===== src/ipv_pkg.sv =====
/*
 * constants, register map and carrier types of the interrupt priority
 * and vectoring block.
 * assumes a 32-bit AHB-Lite bus and flag images driven by the peripherals.
 */
package ipv_pkg;

	// ****************************************
	// sizes and register map
	// ****************************************
	localparam int         NSRC           = 16;
	localparam logic [7:0] OFS_INT_ENABLE = 8'h00;
	localparam logic [7:0] OFS_INT_PRIO   = 8'h04;
	localparam logic [7:0] OFS_EXT_ENABLE = 8'h08;
	localparam logic [7:0] OFS_EXT_PRIO   = 8'h0C;
	localparam logic [7:0] OFS_CAPT_CTRL  = 8'h10;
	localparam logic [7:0] OFS_STATUS     = 8'h14;
	localparam logic [7:0] REG_RST        = 8'h00;

	// status word layout
	localparam int STAT_VALID_BIT = 8;
	localparam int STAT_LVL_LSB   = 9;
	localparam int STAT_REQ_LSB   = 16;

	// ****************************************
	// levels and per-source tables, index = natural priority
	// ****************************************
	localparam logic [1:0] LVL_LOW     = 2'h0;
	localparam logic [1:0] LVL_HIGH    = 2'h1;
	localparam logic [1:0] LVL_HIGHEST = 2'h2;

	localparam logic [7:0] VECTOR [NSRC] = '{8'h33, 8'h03, 8'h0B, 8'h13, 8'h1B, 8'h23,
		8'h2B, 8'h3B, 8'h43, 8'h4B, 8'h53, 8'h5B, 8'h63, 8'h6B, 8'h73, 8'h7B};
	localparam int FLAG_BIT [NSRC] = '{4, 1, 0, 6, 5, 0, 4, 3, 1, 5, 7, 2, 6, 0, 3, 7};
	localparam int EN_BIT   [NSRC] = '{5, 0, 5, 6, 1, 0, 4, 2, 1, 5, 3, 2, 6, 4, 3, 7};
	// 1 where enable and priority bits sit in the extended registers
	localparam logic [NSRC-1:0] EN_EXT = 16'hDB60;
	localparam int SER_TX_BIT = 1;
	localparam int T2B_BIT    = 4;

	// ****************************************
	// carriers
	// ****************************************
	typedef struct packed {
		logic [7:0] watchdog_control_reg;
		logic [7:0] timer_control_reg;
		logic [7:0] serial1_control;
		logic [7:0] converter_control_reg1;
		logic [7:0] timer2_interrupt_reg;
		logic [7:0] serial0_control;
		logic [7:0] timer2_select_reg;
	} ipv_flags_t;

	typedef struct packed {
		logic       valid;
		logic [1:0] level;
		logic [7:0] vector;
	} ipv_irq_t;

endpackage


===== src/ipv_ctrl.sv =====
/*
 * interrupt source collection, priority resolution and vector output,
 * with enable, priority and capture-control registers on AHB-Lite.
 * assumes flag images are synchronous to i_core_clk and that the
 * peripherals owning the flags clear them.
 */
// The placing of the registers and the AHB-Lite interface to the registers were chosen for this implementation.

// How it works
// RULE1 - power fail: vector 33h, natural 0
// RULE2 - external 0: vector 03h, natural 1
// RULE3 - serial 1 rx or tx: 0Bh, natural 2
// RULE4 - converter done: vector 13h, natural 3
// RULE5 - timer 0 overflow: 1Bh, natural 4
// RULE6 - external 2 or capture 0: 23h, 5
// RULE7 - compare match 0: vector 2Bh, 6
// RULE8 - external 1: vector 3Bh, natural 7
// RULE9 - external 3 or capture 1: 43h, 8
// RULE10 - compare match 1: vector 4Bh, 9
// RULE11 - timer 1 overflow: vector 53h, 10
// RULE12 - external 4 or capture 2: 5Bh, 11
// RULE13 - compare match 2: vector 63h, 12
// RULE14 - serial 0 rx or tx: 6Bh, 13
// RULE15 - external 5 or capture 3: 73h, 14
// RULE16 - timer 2 either flag: 7Bh, 15 (code ORs timer2_select_reg[4] with timer 1 overflow, timer_control_reg[7])
// RULE17 - externals 2-5 also need capture control
// RULE18 - three levels, highest only for power fail
// RULE19 - same level: lowest natural number wins
// RULE20 - flag and enable both set to compete
module ipv_ctrl
(
	input  wire logic               i_core_clk,
	input  wire logic               i_resetn,
	input  wire logic               i_hsel,
	input  wire logic [7:0]         i_haddr,
	input  wire logic [1:0]         i_htrans,
	input  wire logic               i_hwrite,
	input  wire logic [2:0]         i_hsize,
	input  wire logic [31:0]        i_hwdata,
	input  wire logic               i_hready,
	output logic      [31:0]        o_hrdata,
	output logic                    o_hreadyout,
	output logic                    o_hresp,
	input  wire ipv_pkg::ipv_flags_t i_flags,
	output ipv_pkg::ipv_irq_t        o_irq
);

	// ****************************************
	// helpers
	// ****************************************
	function automatic logic [1:0] src_level(input int i, input logic hi);
		if (i == 0)
			return ipv_pkg::LVL_HIGHEST;
		return hi ? ipv_pkg::LVL_HIGH : ipv_pkg::LVL_LOW;
	endfunction

	// scans downward so that on equal level the lower index wins
	function automatic ipv_pkg::ipv_irq_t arbitrate(input logic [15:0] req,
		input logic [15:0] hi);
		ipv_pkg::ipv_irq_t r;
		r = '0;
		for (int i = ipv_pkg::NSRC - 1; i >= 0; i--)
		begin
			if (req[i] && (!r.valid || src_level(i, hi[i]) >= r.level)) // RULE19
			begin
				r.valid  = 1'b1;
				r.level  = src_level(i, hi[i]); // RULE18
				r.vector = ipv_pkg::VECTOR[i];
			end
		end
		return r;
	endfunction

	// ****************************************
	// registers and bus state
	// ****************************************
	logic [7:0]  int_enable;
	logic [7:0]  int_prio;
	logic [7:0]  ext_enable;
	logic [7:0]  ext_prio;
	logic [7:0]  capt_ctrl;
	logic        dp_write;
	logic [7:0]  dp_addr;
	logic [7:0]  next_int_enable;
	logic [7:0]  next_int_prio;
	logic [7:0]  next_ext_enable;
	logic [7:0]  next_ext_prio;
	logic [7:0]  next_capt_ctrl;
	logic        next_dp_write;
	logic [7:0]  next_dp_addr;
	logic [31:0] next_hrdata;
	logic [15:0] flag;
	logic [15:0] en;
	logic [15:0] hi;
	logic [15:0] req;
	logic [3:0]  ext_cfg;
	ipv_pkg::ipv_irq_t next_irq;

	// ****************************************
	// source collection
	// ****************************************
	always_comb
	begin
		flag[0]  = i_flags.watchdog_control_reg[ipv_pkg::FLAG_BIT[0]]; // RULE1
		flag[1]  = i_flags.timer_control_reg[ipv_pkg::FLAG_BIT[1]]; // RULE2
		flag[2]  = i_flags.serial1_control[ipv_pkg::FLAG_BIT[2]]
			| i_flags.serial1_control[ipv_pkg::SER_TX_BIT]; // RULE3
		flag[3]  = i_flags.converter_control_reg1[ipv_pkg::FLAG_BIT[3]]; // RULE4
		flag[4]  = i_flags.timer_control_reg[ipv_pkg::FLAG_BIT[4]]; // RULE5
		flag[5]  = i_flags.timer2_interrupt_reg[ipv_pkg::FLAG_BIT[5]]; // RULE6
		flag[6]  = i_flags.timer2_interrupt_reg[ipv_pkg::FLAG_BIT[6]]; // RULE7
		flag[7]  = i_flags.timer_control_reg[ipv_pkg::FLAG_BIT[7]]; // RULE8
		flag[8]  = i_flags.timer2_interrupt_reg[ipv_pkg::FLAG_BIT[8]]; // RULE9
		flag[9]  = i_flags.timer2_interrupt_reg[ipv_pkg::FLAG_BIT[9]]; // RULE10
		flag[10] = i_flags.timer_control_reg[ipv_pkg::FLAG_BIT[10]]; // RULE11
		flag[11] = i_flags.timer2_interrupt_reg[ipv_pkg::FLAG_BIT[11]]; // RULE12
		flag[12] = i_flags.timer2_interrupt_reg[ipv_pkg::FLAG_BIT[12]]; // RULE13
		flag[13] = i_flags.serial0_control[ipv_pkg::FLAG_BIT[13]]
			| i_flags.serial0_control[ipv_pkg::SER_TX_BIT]; // RULE14
		flag[14] = i_flags.timer2_interrupt_reg[ipv_pkg::FLAG_BIT[14]]; // RULE15
		flag[15] = i_flags.timer_control_reg[ipv_pkg::FLAG_BIT[15]]
			| i_flags.timer2_select_reg[ipv_pkg::T2B_BIT]; // RULE16
		// an external line counts as configured when its edge pair is non-zero
		for (int k = 0; k < 4; k++)
			ext_cfg[k] = |capt_ctrl[2*k +: 2];
		for (int i = 0; i < ipv_pkg::NSRC; i++)
		begin
			en[i] = ipv_pkg::EN_EXT[i] ? ext_enable[ipv_pkg::EN_BIT[i]]
				: int_enable[ipv_pkg::EN_BIT[i]];
			hi[i] = ipv_pkg::EN_EXT[i] ? ext_prio[ipv_pkg::EN_BIT[i]]
				: int_prio[ipv_pkg::EN_BIT[i]];
		end
		en[0] = i_flags.watchdog_control_reg[ipv_pkg::EN_BIT[0]]; // RULE1
		hi[0] = 1'b0; // RULE18
		en[5]  = en[5] & ext_cfg[0]; // RULE17
		en[8]  = en[8] & ext_cfg[1]; // RULE17
		en[11] = en[11] & ext_cfg[2]; // RULE17
		en[14] = en[14] & ext_cfg[3]; // RULE17
		req = flag & en; // RULE20
		next_irq = arbitrate(req, hi); // RULE20
	end

	always_ff @(posedge i_core_clk or negedge i_resetn)
	begin
		if (!i_resetn)
			o_irq <= '0;
		else
			o_irq <= next_irq;
	end

	// ****************************************
	// AHB-Lite slave, zero wait states
	// ****************************************
	always_comb
	begin
		next_int_enable = int_enable;
		next_int_prio   = int_prio;
		next_ext_enable = ext_enable;
		next_ext_prio   = ext_prio;
		next_capt_ctrl  = capt_ctrl;
		next_hrdata     = '0;
		next_dp_write   = 1'b0;
		next_dp_addr    = dp_addr;
		if (dp_write)
		begin
			unique case (dp_addr)
				ipv_pkg::OFS_INT_ENABLE: next_int_enable = i_hwdata[7:0];
				ipv_pkg::OFS_INT_PRIO:   next_int_prio   = i_hwdata[7:0];
				ipv_pkg::OFS_EXT_ENABLE: next_ext_enable = i_hwdata[7:0];
				ipv_pkg::OFS_EXT_PRIO:   next_ext_prio   = i_hwdata[7:0];
				ipv_pkg::OFS_CAPT_CTRL:  next_capt_ctrl  = i_hwdata[7:0];
				default:                 next_dp_addr    = dp_addr;
			endcase
		end
		if (i_hsel && i_hready && i_htrans[1])
		begin
			next_dp_write = i_hwrite;
			next_dp_addr  = {i_haddr[7:2], 2'h0};
			// read data is latched now, so a status read sees this cycle
			if (!i_hwrite)
			begin
				unique case ({i_haddr[7:2], 2'h0})
					ipv_pkg::OFS_INT_ENABLE: next_hrdata[7:0] = int_enable;
					ipv_pkg::OFS_INT_PRIO:   next_hrdata[7:0] = int_prio;
					ipv_pkg::OFS_EXT_ENABLE: next_hrdata[7:0] = ext_enable;
					ipv_pkg::OFS_EXT_PRIO:   next_hrdata[7:0] = ext_prio;
					ipv_pkg::OFS_CAPT_CTRL:  next_hrdata[7:0] = capt_ctrl;
					ipv_pkg::OFS_STATUS:
					begin
						next_hrdata[7:0] = o_irq.vector;
						next_hrdata[ipv_pkg::STAT_VALID_BIT] = o_irq.valid;
						next_hrdata[ipv_pkg::STAT_LVL_LSB +: 2] = o_irq.level;
						next_hrdata[ipv_pkg::STAT_REQ_LSB +: 16] = req;
					end
					default:                 next_hrdata = '0;
				endcase
			end
		end
	end

	always_ff @(posedge i_core_clk or negedge i_resetn)
	begin
		if (!i_resetn)
		begin
			int_enable  <= ipv_pkg::REG_RST;
			int_prio    <= ipv_pkg::REG_RST;
			ext_enable  <= ipv_pkg::REG_RST;
			ext_prio    <= ipv_pkg::REG_RST;
			capt_ctrl   <= ipv_pkg::REG_RST;
			dp_write    <= 1'b0;
			dp_addr     <= 8'h00;
			o_hrdata    <= 32'h00000000;
			o_hreadyout <= 1'b0;
			o_hresp     <= 1'b0;
		end
		else
		begin
			int_enable  <= next_int_enable;
			int_prio    <= next_int_prio;
			ext_enable  <= next_ext_enable;
			ext_prio    <= next_ext_prio;
			capt_ctrl   <= next_capt_ctrl;
			dp_write    <= next_dp_write;
			dp_addr     <= next_dp_addr;
			o_hrdata    <= next_hrdata;
			o_hreadyout <= 1'b1;
			o_hresp     <= 1'b0;
		end
	end
endmodule


===== config.mk =====
export PLATFORM = sky130hd
export DESIGN_NAME = ipv_ctrl
export DESIGN_NICKNAME = d
export VERILOG_FILES = /design/src/ipv_pkg.sv /design/src/ipv_ctrl.sv
export SDC_FILE = /design/constraint.sdc
export NUM_CORES = 1
export LEC_CHECK = 0
export ABC_AREA = 1
export BUFFER_PORTS_ARGS = -buffer_cell sky130_fd_sc_hd__buf_2
export CAP_MARGIN = 20
export CORE_MARGIN = 4
export CORE_UTILIZATION = 49
export CTS_BUF_LIST = sky130_fd_sc_hd__clkbuf_4 sky130_fd_sc_hd__clkbuf_8 sky130_fd_sc_hd__clkbuf_16
export DETAILED_ROUTE_END_ITERATION = 8
export GPL_ROUTABILITY_DRIVEN = 1
export PLACE_DENSITY = 0.88
export SYNTH_ARGS = -nofsm -noshare
export SYNTH_HDL_FRONTEND = slang
export SYNTH_SLANG_ARGS = --single-unit

===== constraint.sdc =====
create_clock -name i_core_clk -period 2.6 [get_ports i_core_clk]
set_clock_uncertainty 0.2 [all_clocks]
set_input_delay 0 -clock i_core_clk [delete_from_list [all_inputs] [get_ports i_core_clk]]
set_output_delay 0 -clock i_core_clk [all_outputs]
set_load 0.01 [all_outputs]

; Yosys cells after proc, flatten, opt, wreduce, memory -nomap -nowiden
; Cells that the tools add are included.
[totals]
word_cells = 141
out_inout_bits = 45
reg_bits = 91
[op_classes]
bitwise_logic = 8
mux = 39
n_reduce_logical = 58
n_eq_ne = 9
n_lt_le_gt_ge = 15
[ops]
columns = op, count
row1 = two-way mux 11 bit, 16
row2 = two-way mux 32 bit, 2
row3 = case mux 8 bit (6 select lines), 1
row4 = greater-or-equal comparator 2 bit, 14
row5 = == test 6 x 2 -> 1 bit (second input constant), 4
row6 = == test 6 x 3 -> 1 bit (second input constant), 3
row7 = logical AND 1 bit, 17
row8 = two-way mux 1 bit, 17
row9 = AND 16 bit, 1
row10 = two-way mux 16 bit, 1
row11 = zero test 1 bit, 15
row12 = logical OR 1 bit, 15
row13 = == test 6 x 1 -> 1 bit (second input constant), 2
row14 = AND reduction 2 bit, 5
row15 = zero test 8 bit, 1
row16 = OR reduction 2 bit, 4
row17 = zero test 6 bit, 1
row18 = AND 1 bit, 4
row19 = two-way mux 3 bit, 1
row20 = OR 1 bit, 3
row21 = greater-or-equal comparator 2 bit (first input constant), 1
row22 = two-way mux 2 bit, 1

; Depth between registers and ports, before layout
; Gate-level depths: netlist (run 1).
[logic_depth]
depth_word = 66
mapped_depth = 19
ltp_nobuf = 19

; Least setup slack after synthesis (run 1)
; OpenSTA, ideal clock, no wires.
[synth_timing]
path_type = register to register
start = reg ext_enable[3]
end = reg o_irq[5] (netlist name)
slack_ns = 0.377
stages_incl_launch_ff = 17
arrival_ns = 1.901
setup_ns = 0.122
period_less_slack_ns = 2.223
cell_sequence = dfrtp_1 nand2_1 inv_2 nand3_2 nand2_2 a21oi_2 o221ai_2 a21oi_4 o221ai_2 a21oi_4 o221ai_2 a21oi_2 o21ai_2 a21oi_1 nor2_1 nand2_1 nand2_1
[synth_rtl]
columns = item, line
row1 = "start, declared", ipv_ctrl.sv:79  ; logic [7:0] ext_enable;
row2 = "start signal, assigned", ipv_ctrl.sv:207  ; ext_enable <= ipv_pkg::REG_RST;
row3 = "start signal, assigned", ipv_ctrl.sv:220  ; ext_enable <= next_ext_enable;
row4 = "end signal, assigned", ipv_ctrl.sv:148  ; o_irq <= next_irq;
row5 = "end, declared", ipv_ctrl.sv:45  ; output ipv_pkg::ipv_irq_t o_irq

==> impl_results.md, run 1 <==
- Antenna diode count: 0
- Share of cells above drive strength 1: 23.4%
- Initial antenna violation count: 0
- Failing checks: negative hold slack, negative setup slack
- Hold Crit Class: input port to asynchronous set/reset pin
- Row count: 32
- Worst Slack Setup Final: -0.0958 ns
- Via count: 3946
- Place WS: between 0.1 and 0.15 ns
- Most frequent cell on the critical path: nand2_1
- Initial Utilization: 50.1%
- Warnings from Yosys: 0
- Hold Fails Final Rpt: 40
- Largest net degree at the start of global routing: 83
- Number of buffers and inverters on the critical path: 2
- Vias in the first global route: 3703
- Status: finished with violations
- Type of origin of the critical path: flip-flop
- Power Total: 3490 uW
- Top Usage Layer GRT: met2
- Worst skew pair latency: 0.35 ns
- Synth unique cells: 35
- Avg Inst Size Synth: 8.47 um2
- Leak pwr: approximately 0.0026 uW
- PwrDens: 695 nW/um2
- Crit path max-delay cell type: dfrtp_1
- #FFs+latches synth: between 80 and 90
- Initial DRC count: 745
- Slowest stage delay, CP: 0.42 ns
- GR Util met1: 28.6%
- Clock transition at path regs: 0.09 ns
- Unrepaired setup endpoints after global routing: yes
- Critical path, cell by cell: nand2_1, inv_2, nand3_2, nand2_2, a21oi_4, o221ai_4, a21oi_4, o221ai_4, a21oi_4, o221ai_4, a21oi_2, o21ai_2, nand2_1, nand2_2, nand2_1, inv_1, nand2_1, nand2_1
- Synth-to-layout area growth: 30.4%
- Crit-path leading delay family: compound AO/OA/AOI/OAI gates
- Most frequent cells in the layout: 111 x nand2_1, 82 x dfrtp_1, 74 x buf_2
- Hpwl dp: slightly above 7000 um
- Slew Viols, Final: 0
- Peak VDD IR: 0.256 mV
- Die area: 9350 um2
- Setup crit end kind: flip-flop
- Vias/cell: 5.74
- Die Ht: just under 100 um
- Fin Hold WS: -0.0441 ns
- Design area: 5020 um2
- Final core occ: about 65%
- Clk sinks: 82
- Die X-Extent: approximately 97 um
- F_max: 0.371 GHz
- First-pass GRT wire length: 17800 um
- Reg-to-reg setup timing slack: -0.1 ns
- Gr usage total: 23.8%
- Core footprint: 7690 um2
- Number of I/O pins: about 150
- Period minus WS final: roughly 2.7 ns
- Number of max-cap violations: 0
- Fin crit share: 104%
- CTS tree: built
- Met2 Usage GRT: around two fifths
- Setup violators final: 4
- H-tree levels: 3
- NumNets Final: 686
- Routability congestion estimate: about 0.94
- Clk buf depth: 2
- Final ANT Viol Nets: 0
- CTS Buf Count: 9
- WL final: 11800 um
- Met3 usage: 5.70%
- Placed Area: 4320 um2
- Critical path class: flip-flop to flip-flop
- Critical Path Fanout Max: 3
- Crit path required time: 2.63 ns
- First-pass detailed-route iteration total: 9
- Worst Tran Pin Value: 0.692 ns
- I/O Buffers: 75
- Area of the mapped netlist: 3850 um2
- Sequential fraction of the synthesis area: 53.2%
- Commonest non-fill, non-tap cell in the layout: nand2_1
- Max transition margin: 53.7%
- Wire per inst: 17.2 um
- CTS root buffer: clkbuf_8
- Critical path arrival: roughly 2.7 ns
- GRT overflow: 0
- Syn Inst Count: 455
- Drt drc: 0
[power breakdown]
part           internal [uW]  total, uW  switching, uW
Combinational            332        890            558
Sequential              1470       1650            185
Clock                    492        949            457
Total                   2290       3490           1200
[state kept, by name, indices dropped and copies added, names as in the netlist, 6 cells and up]
| signal | cells |
|---|---|
| o_irq | 7 |
| int_prio | 8 |
| o_hrdata | 27 |
| dp_addr | 6 |
| ext_enable | 8 |
| capt_ctrl | 8 |
| int_enable | 8 |
| ext_prio | 8 |
[what timing repair did]
action | in CTS | in global routing
resized for setup | 0 | 8
buffers inserted | 0 | 6
hold buffers | 38 | 0
endpoints found under the hold margin | 158 | 0
endpoints found under the setup margin | 0 | 5
[metrics by stage]
step                hold slack, ns  instances  setup TNS (ns)
floorplan                   -0.496        462               0
global placement           0.00731        626               0
detailed placement          0.0152        626               0
CTS                         0.0242        680               0
global route                0.0196        687          -0.700
finish                     -0.0441        687          -0.183
[synth_stat cells, drive strengths merged]
cell type,count,area share (%)
clkinv,1,0.097
nor3b,1,0.32
o221ai,4,1.6
a221oi,5,1.1
dfrtp,82,53
nor2,38,3.8
buf,10,1.9
nand4,1,0.16
nand2,117,12
nand3,16,2.3
a21oi,15,2.8
o21ai,56,7.4
mux2,2,0.58
o211ai,1,0.19
inv,59,5.7
and3,1,0.16
o21bai,1,0.19
or3b,1,0.23
or2,1,0.16
a22oi,6,1.2
a41oi,2,0.45
clkbuf,9,0.88
nor4,1,0.16
a31o,1,0.23
a31oi,5,0.81
nor3,17,2.2
conb,2,0.19
[worst reg2reg max path, cell delays in order, from the launching register on]
cell      delay (ns)
dfrtp_1         0.42
nand2_1         0.09
inv_2           0.04
nand3_2         0.06
nand2_2         0.07
a21oi_4         0.17
o221ai_4        0.15
a21oi_4         0.18
o221ai_4        0.14
a21oi_4         0.18
o221ai_4        0.14
a21oi_2         0.21
o21ai_2         0.11
nand2_1         0.10
nand2_2         0.08
nand2_1         0.08
inv_1           0.04
nand2_1         0.04
nand2_1         0.07
[routing by layer]
layer	part of all wire (%)	vias up	routed length, um
met3	12	80	1370
met2	48	356	5610
met1	35	1791	4160
met5	0	-	0
li1	-	1719	-
met4	5.5	0	651
[area by class of cell]
class / instances / area, um2
Tap cell: 102 / 128
Timing Repair Buffer: 126 / 868
Clock inverter: 4 / 51.3
Clock buffer: 12 / 153
Fill cell: 560 / 2660
Inverter: 60 / 225
Sequential cell: 82 / 2050
Multi-Input combinational cell: 301 / 1550
[kinds of logic (layout without fill, tap and decap cells)]
logic type      after synthesis  count (layout)  synth area share, %
compound gates               96              96                 15.9
buf+inv                      79             202                 8.67
flops                        82              82                 53.2
mux                           2               2                0.584
other cells                   2               9                0.195
simple gates                194             194                 21.4
[worst paths after layout]
check | startpoint | end | depth (start not counted)
min | i_resetn | o_hrdata[19]$_DFF_PN0_ | 2
min reg2reg | int_prio[6]$_DFFE_PN0P_ | int_prio[6]$_DFFE_PN0P_ | 2
max | ext_enable[3]$_DFFE_PN0P_ | o_irq[4]$_DFF_PN0_ | 18
max reg2reg | ext_enable[3]$_DFFE_PN0P_ | o_irq[4]$_DFF_PN0_ | 18
max in group asynchronous | i_resetn | dp_write$_DFF_PN0_ | 3
min in group i_core_clk | i_hready | dp_addr[2]$_DFFE_PN0P_ | 3
Note: power is estimated with default switching activity, not from simulation.
==> inputs of run 2 (changes only) <==
--- a/config.mk
+++ b/config.mk
@@ -13,7 +13,8 @@
 export CTS_BUF_LIST = sky130_fd_sc_hd__clkbuf_4 sky130_fd_sc_hd__clkbuf_8 sky130_fd_sc_hd__clkbuf_16
 export DETAILED_ROUTE_END_ITERATION = 8
 export GPL_ROUTABILITY_DRIVEN = 1
-export PLACE_DENSITY = 0.88
+export MAX_ROUTING_LAYER = met4
+export PLACE_DENSITY_LB_ADDON = 0.3
 export SYNTH_ARGS = -nofsm -noshare
 export SYNTH_HDL_FRONTEND = slang
 export SYNTH_SLANG_ARGS = --single-unit
==> run 2 against run 1 <==
Effect of this change: global-route usage down 0.63 points; first-iteration DRC count shrank 63%; core utilization up 0.59 points; power is 1.9% lower; sequential power hardly changed; the flow now finishes without violations; via count is 9.8% lower; sequential cell count unchanged.
==> impl_results.md, run 2 (same netlist as run 1, synthesis figures left out) <==
- Status: completed (was finished with violations)
- Die Ht: 96.7 um (unchanged)
- Crit path required time: 2.68 ns (was 2.63 ns)
- Hpwl dp: 7230 um (was 7250 um)
- Vias/cell: 5.15 (was 5.74)
- FF-to-FF Start: capt_ctrl[6]$_DFFE_PN0P_ (was ext_enable[3]$_DFFE_PN0P_)
- Worst r2r path cells: 17 (was 18)
- Critical path class: flip-flop to flip-flop (unchanged)
- Routability congestion estimate: 0.909 (was 0.937)
- Die area: 9350 um2 (unchanged)
- Drt drc: 0 (unchanged)
- I/O Buffers: 75 (unchanged)
- Worst r2r dst: o_irq[3]$_DFF_PN0_ (was o_irq[4]$_DFF_PN0_)
- Type of origin of the critical path: flip-flop (unchanged)
- Fin Hold WS: 0.0259 ns (was -0.0441 ns)
- Period minus WS final: 2.49 ns (was 2.70 ns)
- Reg-to-reg setup timing slack: 0.11 ns (was -0.1 ns)
- Critical Path Fanout Max: 3 (unchanged)
- Slew Viols, Final: 0 (unchanged)
- Fin crit share: 95.9% (was 104%)
- Initial DRC count: 276 (was 745)
- CTS root buffer: clkbuf_8 (unchanged)
- Hold Fails Final Rpt: 0 (was 40)
- Gr usage total: 23.2% (was 23.8%)
- F_max: 0.401 GHz (was 0.371 GHz)
- Worst skew pair latency: 0.35 ns (about the same)
- First-pass detailed-route iteration total: 5 (was 9)
- CTS Buf Count: 9 (unchanged)
- Initial Utilization: 50.1% (unchanged)
- Fillers: 660 (was 560)
- Clk sinks: 82 (unchanged)
- Commonest non-fill, non-tap cell in the layout: nand2_1 (unchanged)
- Clock transition at path regs: 0.08 ns (was 0.09 ns)
- Vias in the first global route: 3482 (was 3703)
- Antenna diode count: 0 (unchanged)
- Power Total: 3430 uW (was 3490 uW)
- Leak pwr: 0.00266 uW (was 0.00263 uW)
- Wire per inst: 15.0 um (was 17.2 um)
- Max transition margin: 48.5% (was 53.7%)
- Clk buf depth: 2 (unchanged)
- Die X-Extent: 96.7 um (unchanged)
- Worst Hold Launch: i_hready
- WL final: 10300 um (was 11800 um)
- Top reg by flops: o_hrdata (unchanged)
- Hold Crit Class: input port to flip-flop (was input port to asynchronous set/reset pin)
- Share of cells above drive strength 1: 24.6% (was 23.4%)
- Number of max-cap violations: 0 (unchanged)
- Setup TNS: 0 ns (was -0.183 ns)
- Core footprint: 7690 um2 (unchanged)
- Largest net degree at the start of global routing: 83 (unchanged)
- First-pass GRT wire length: 16900 um (was 17800 um)
- Largest register FFs: 27 (unchanged)
- Min-Delay Endpoint: dp_addr[5]$_DFFE_PN0P_
- Most frequent cells in the layout: 107 x nand2_1, 82 x dfrtp_1, 74 x buf_2 (was 111 x nand2_1, 82 x dfrtp_1, 74 x buf_2)
- Setup violators final: 0 (was 4)
- PwrDens: 676 nW/um2 (was 695 nW/um2)
- Critical path arrival: 2.57 ns (was 2.73 ns)
- CTS tree: built (unchanged)
- Row count: 32 (unchanged)
- Peak VDD IR: 0.318 mV (was 0.256 mV)
- WHS Path Cells: 3
- Worst Tran Pin Value: 0.769 ns (was 0.692 ns)
- H-tree levels: 3 (unchanged)
- Number of I/O pins: 151 (unchanged)
- NumNets Final: 690 (was 686)
- Via count: 3560 (was 3946)
- Final ANT Viol Nets: 0 (unchanged)
- Unrepaired setup endpoints after global routing: yes (unchanged)
- Initial antenna violation count: 0 (unchanged)
- Setup crit end kind: flip-flop (unchanged)
- Synth-to-layout area growth: 31.6% (was 30.4%)
- GRT overflow: 0 (unchanged)
## run 2: changes by cell type in the layout (fill, tap and decap cells not counted), sizes merged
cell         delta
clkbuf          -1
buf             +5
dlygate4sd3     -1
clkinv          +2
clkinvlp        -1
## run 2: how the worst max path moves through the flow
stage	startpoint	endpoint	cells after the start
finish	capt_ctrl[6]$_DFFE_PN0P_	o_irq[3]$_DFF_PN0_	17
global route	ext_enable[3]$_DFFE_PN0P_	o_irq[1]$_DFF_PN0_	15
CTS	capt_ctrl[7]$_DFFE_PN0P_	o_irq[5]$_DFF_PN0_	16
detailed placement	capt_ctrl[7]$_DFFE_PN0P_	o_irq[5]$_DFF_PN0_	16
global placement	ext_enable[3]$_DFFE_PN0P_	o_irq[5]$_DFF_PN0_	16
floorplan	ext_enable[3]$_DFFE_PN0P_	o_irq[5]$_DFF_PN0_	16
## run 2: routing by layer
metal / global-route usage (%) / part of all wire, %
met3: 4.47 / 8.1
met5: - / 0
met4: 9.50 / 2.2
met2: 35.3 / 46
met1: 30.6 / 43
## run 2: metrics by stage
stage / cell area (um2) / instances / util (%) / setup WS (ns)
after detailed placement: 4340 / 629 / 56.5 / 0.135
after CTS: 4900 / 681 / 63.8 / 0.112
after floorplan: 3880 / 462 / - / 0.377
after global routing: 5070 / 691 / 66.0 / -0.0630
final: 5070 / 691 / 66.0 / 0.106
after global placement: 4340 / 629 / 56.5 / 0.169
## run 2: where the power goes
group	internal (uW)	switching [uW]	total (uW)
sequential	1470	177	1640
combinational	346	517	863
clock	477	440	918
## run 2: final cells by class
class                      instances  area, um2  share of cell area (%)
inverter                          60        225                    4.44
clock buffer                      11        145                    2.86
clock inverter                     5       53.8                    1.06
multi-input combinational        301       1560                    30.8
tap                              102        128                    2.52
sequential                        82       2050                    40.5
timing repair buffer             130        903                    17.8
## run 2: timing repair
item,in CTS,in global routing
resized for setup,0,13
buffers inserted,0,8
hold endpoints to repair,159,30
setup endpoints to repair,0,6
hold buffers,36,1
## run 2: critical path: stages, from the launching register on
cell,delay (ns)
dfrtp_1,0.40
inv_2,0.07
nand2_2,0.07
nand3_2,0.08
nand2_4,0.06
a21oi_4,0.15
o221ai_4,0.13
a21oi_4,0.16
o221ai_4,0.13
a21oi_4,0.16
o221ai_4,0.13
a21oi_2,0.18
o21ai_2,0.09
nand2_1,0.08
nand2_2,0.07
nand2_2,0.06
nand2_2,0.05
nor2_2,0.13
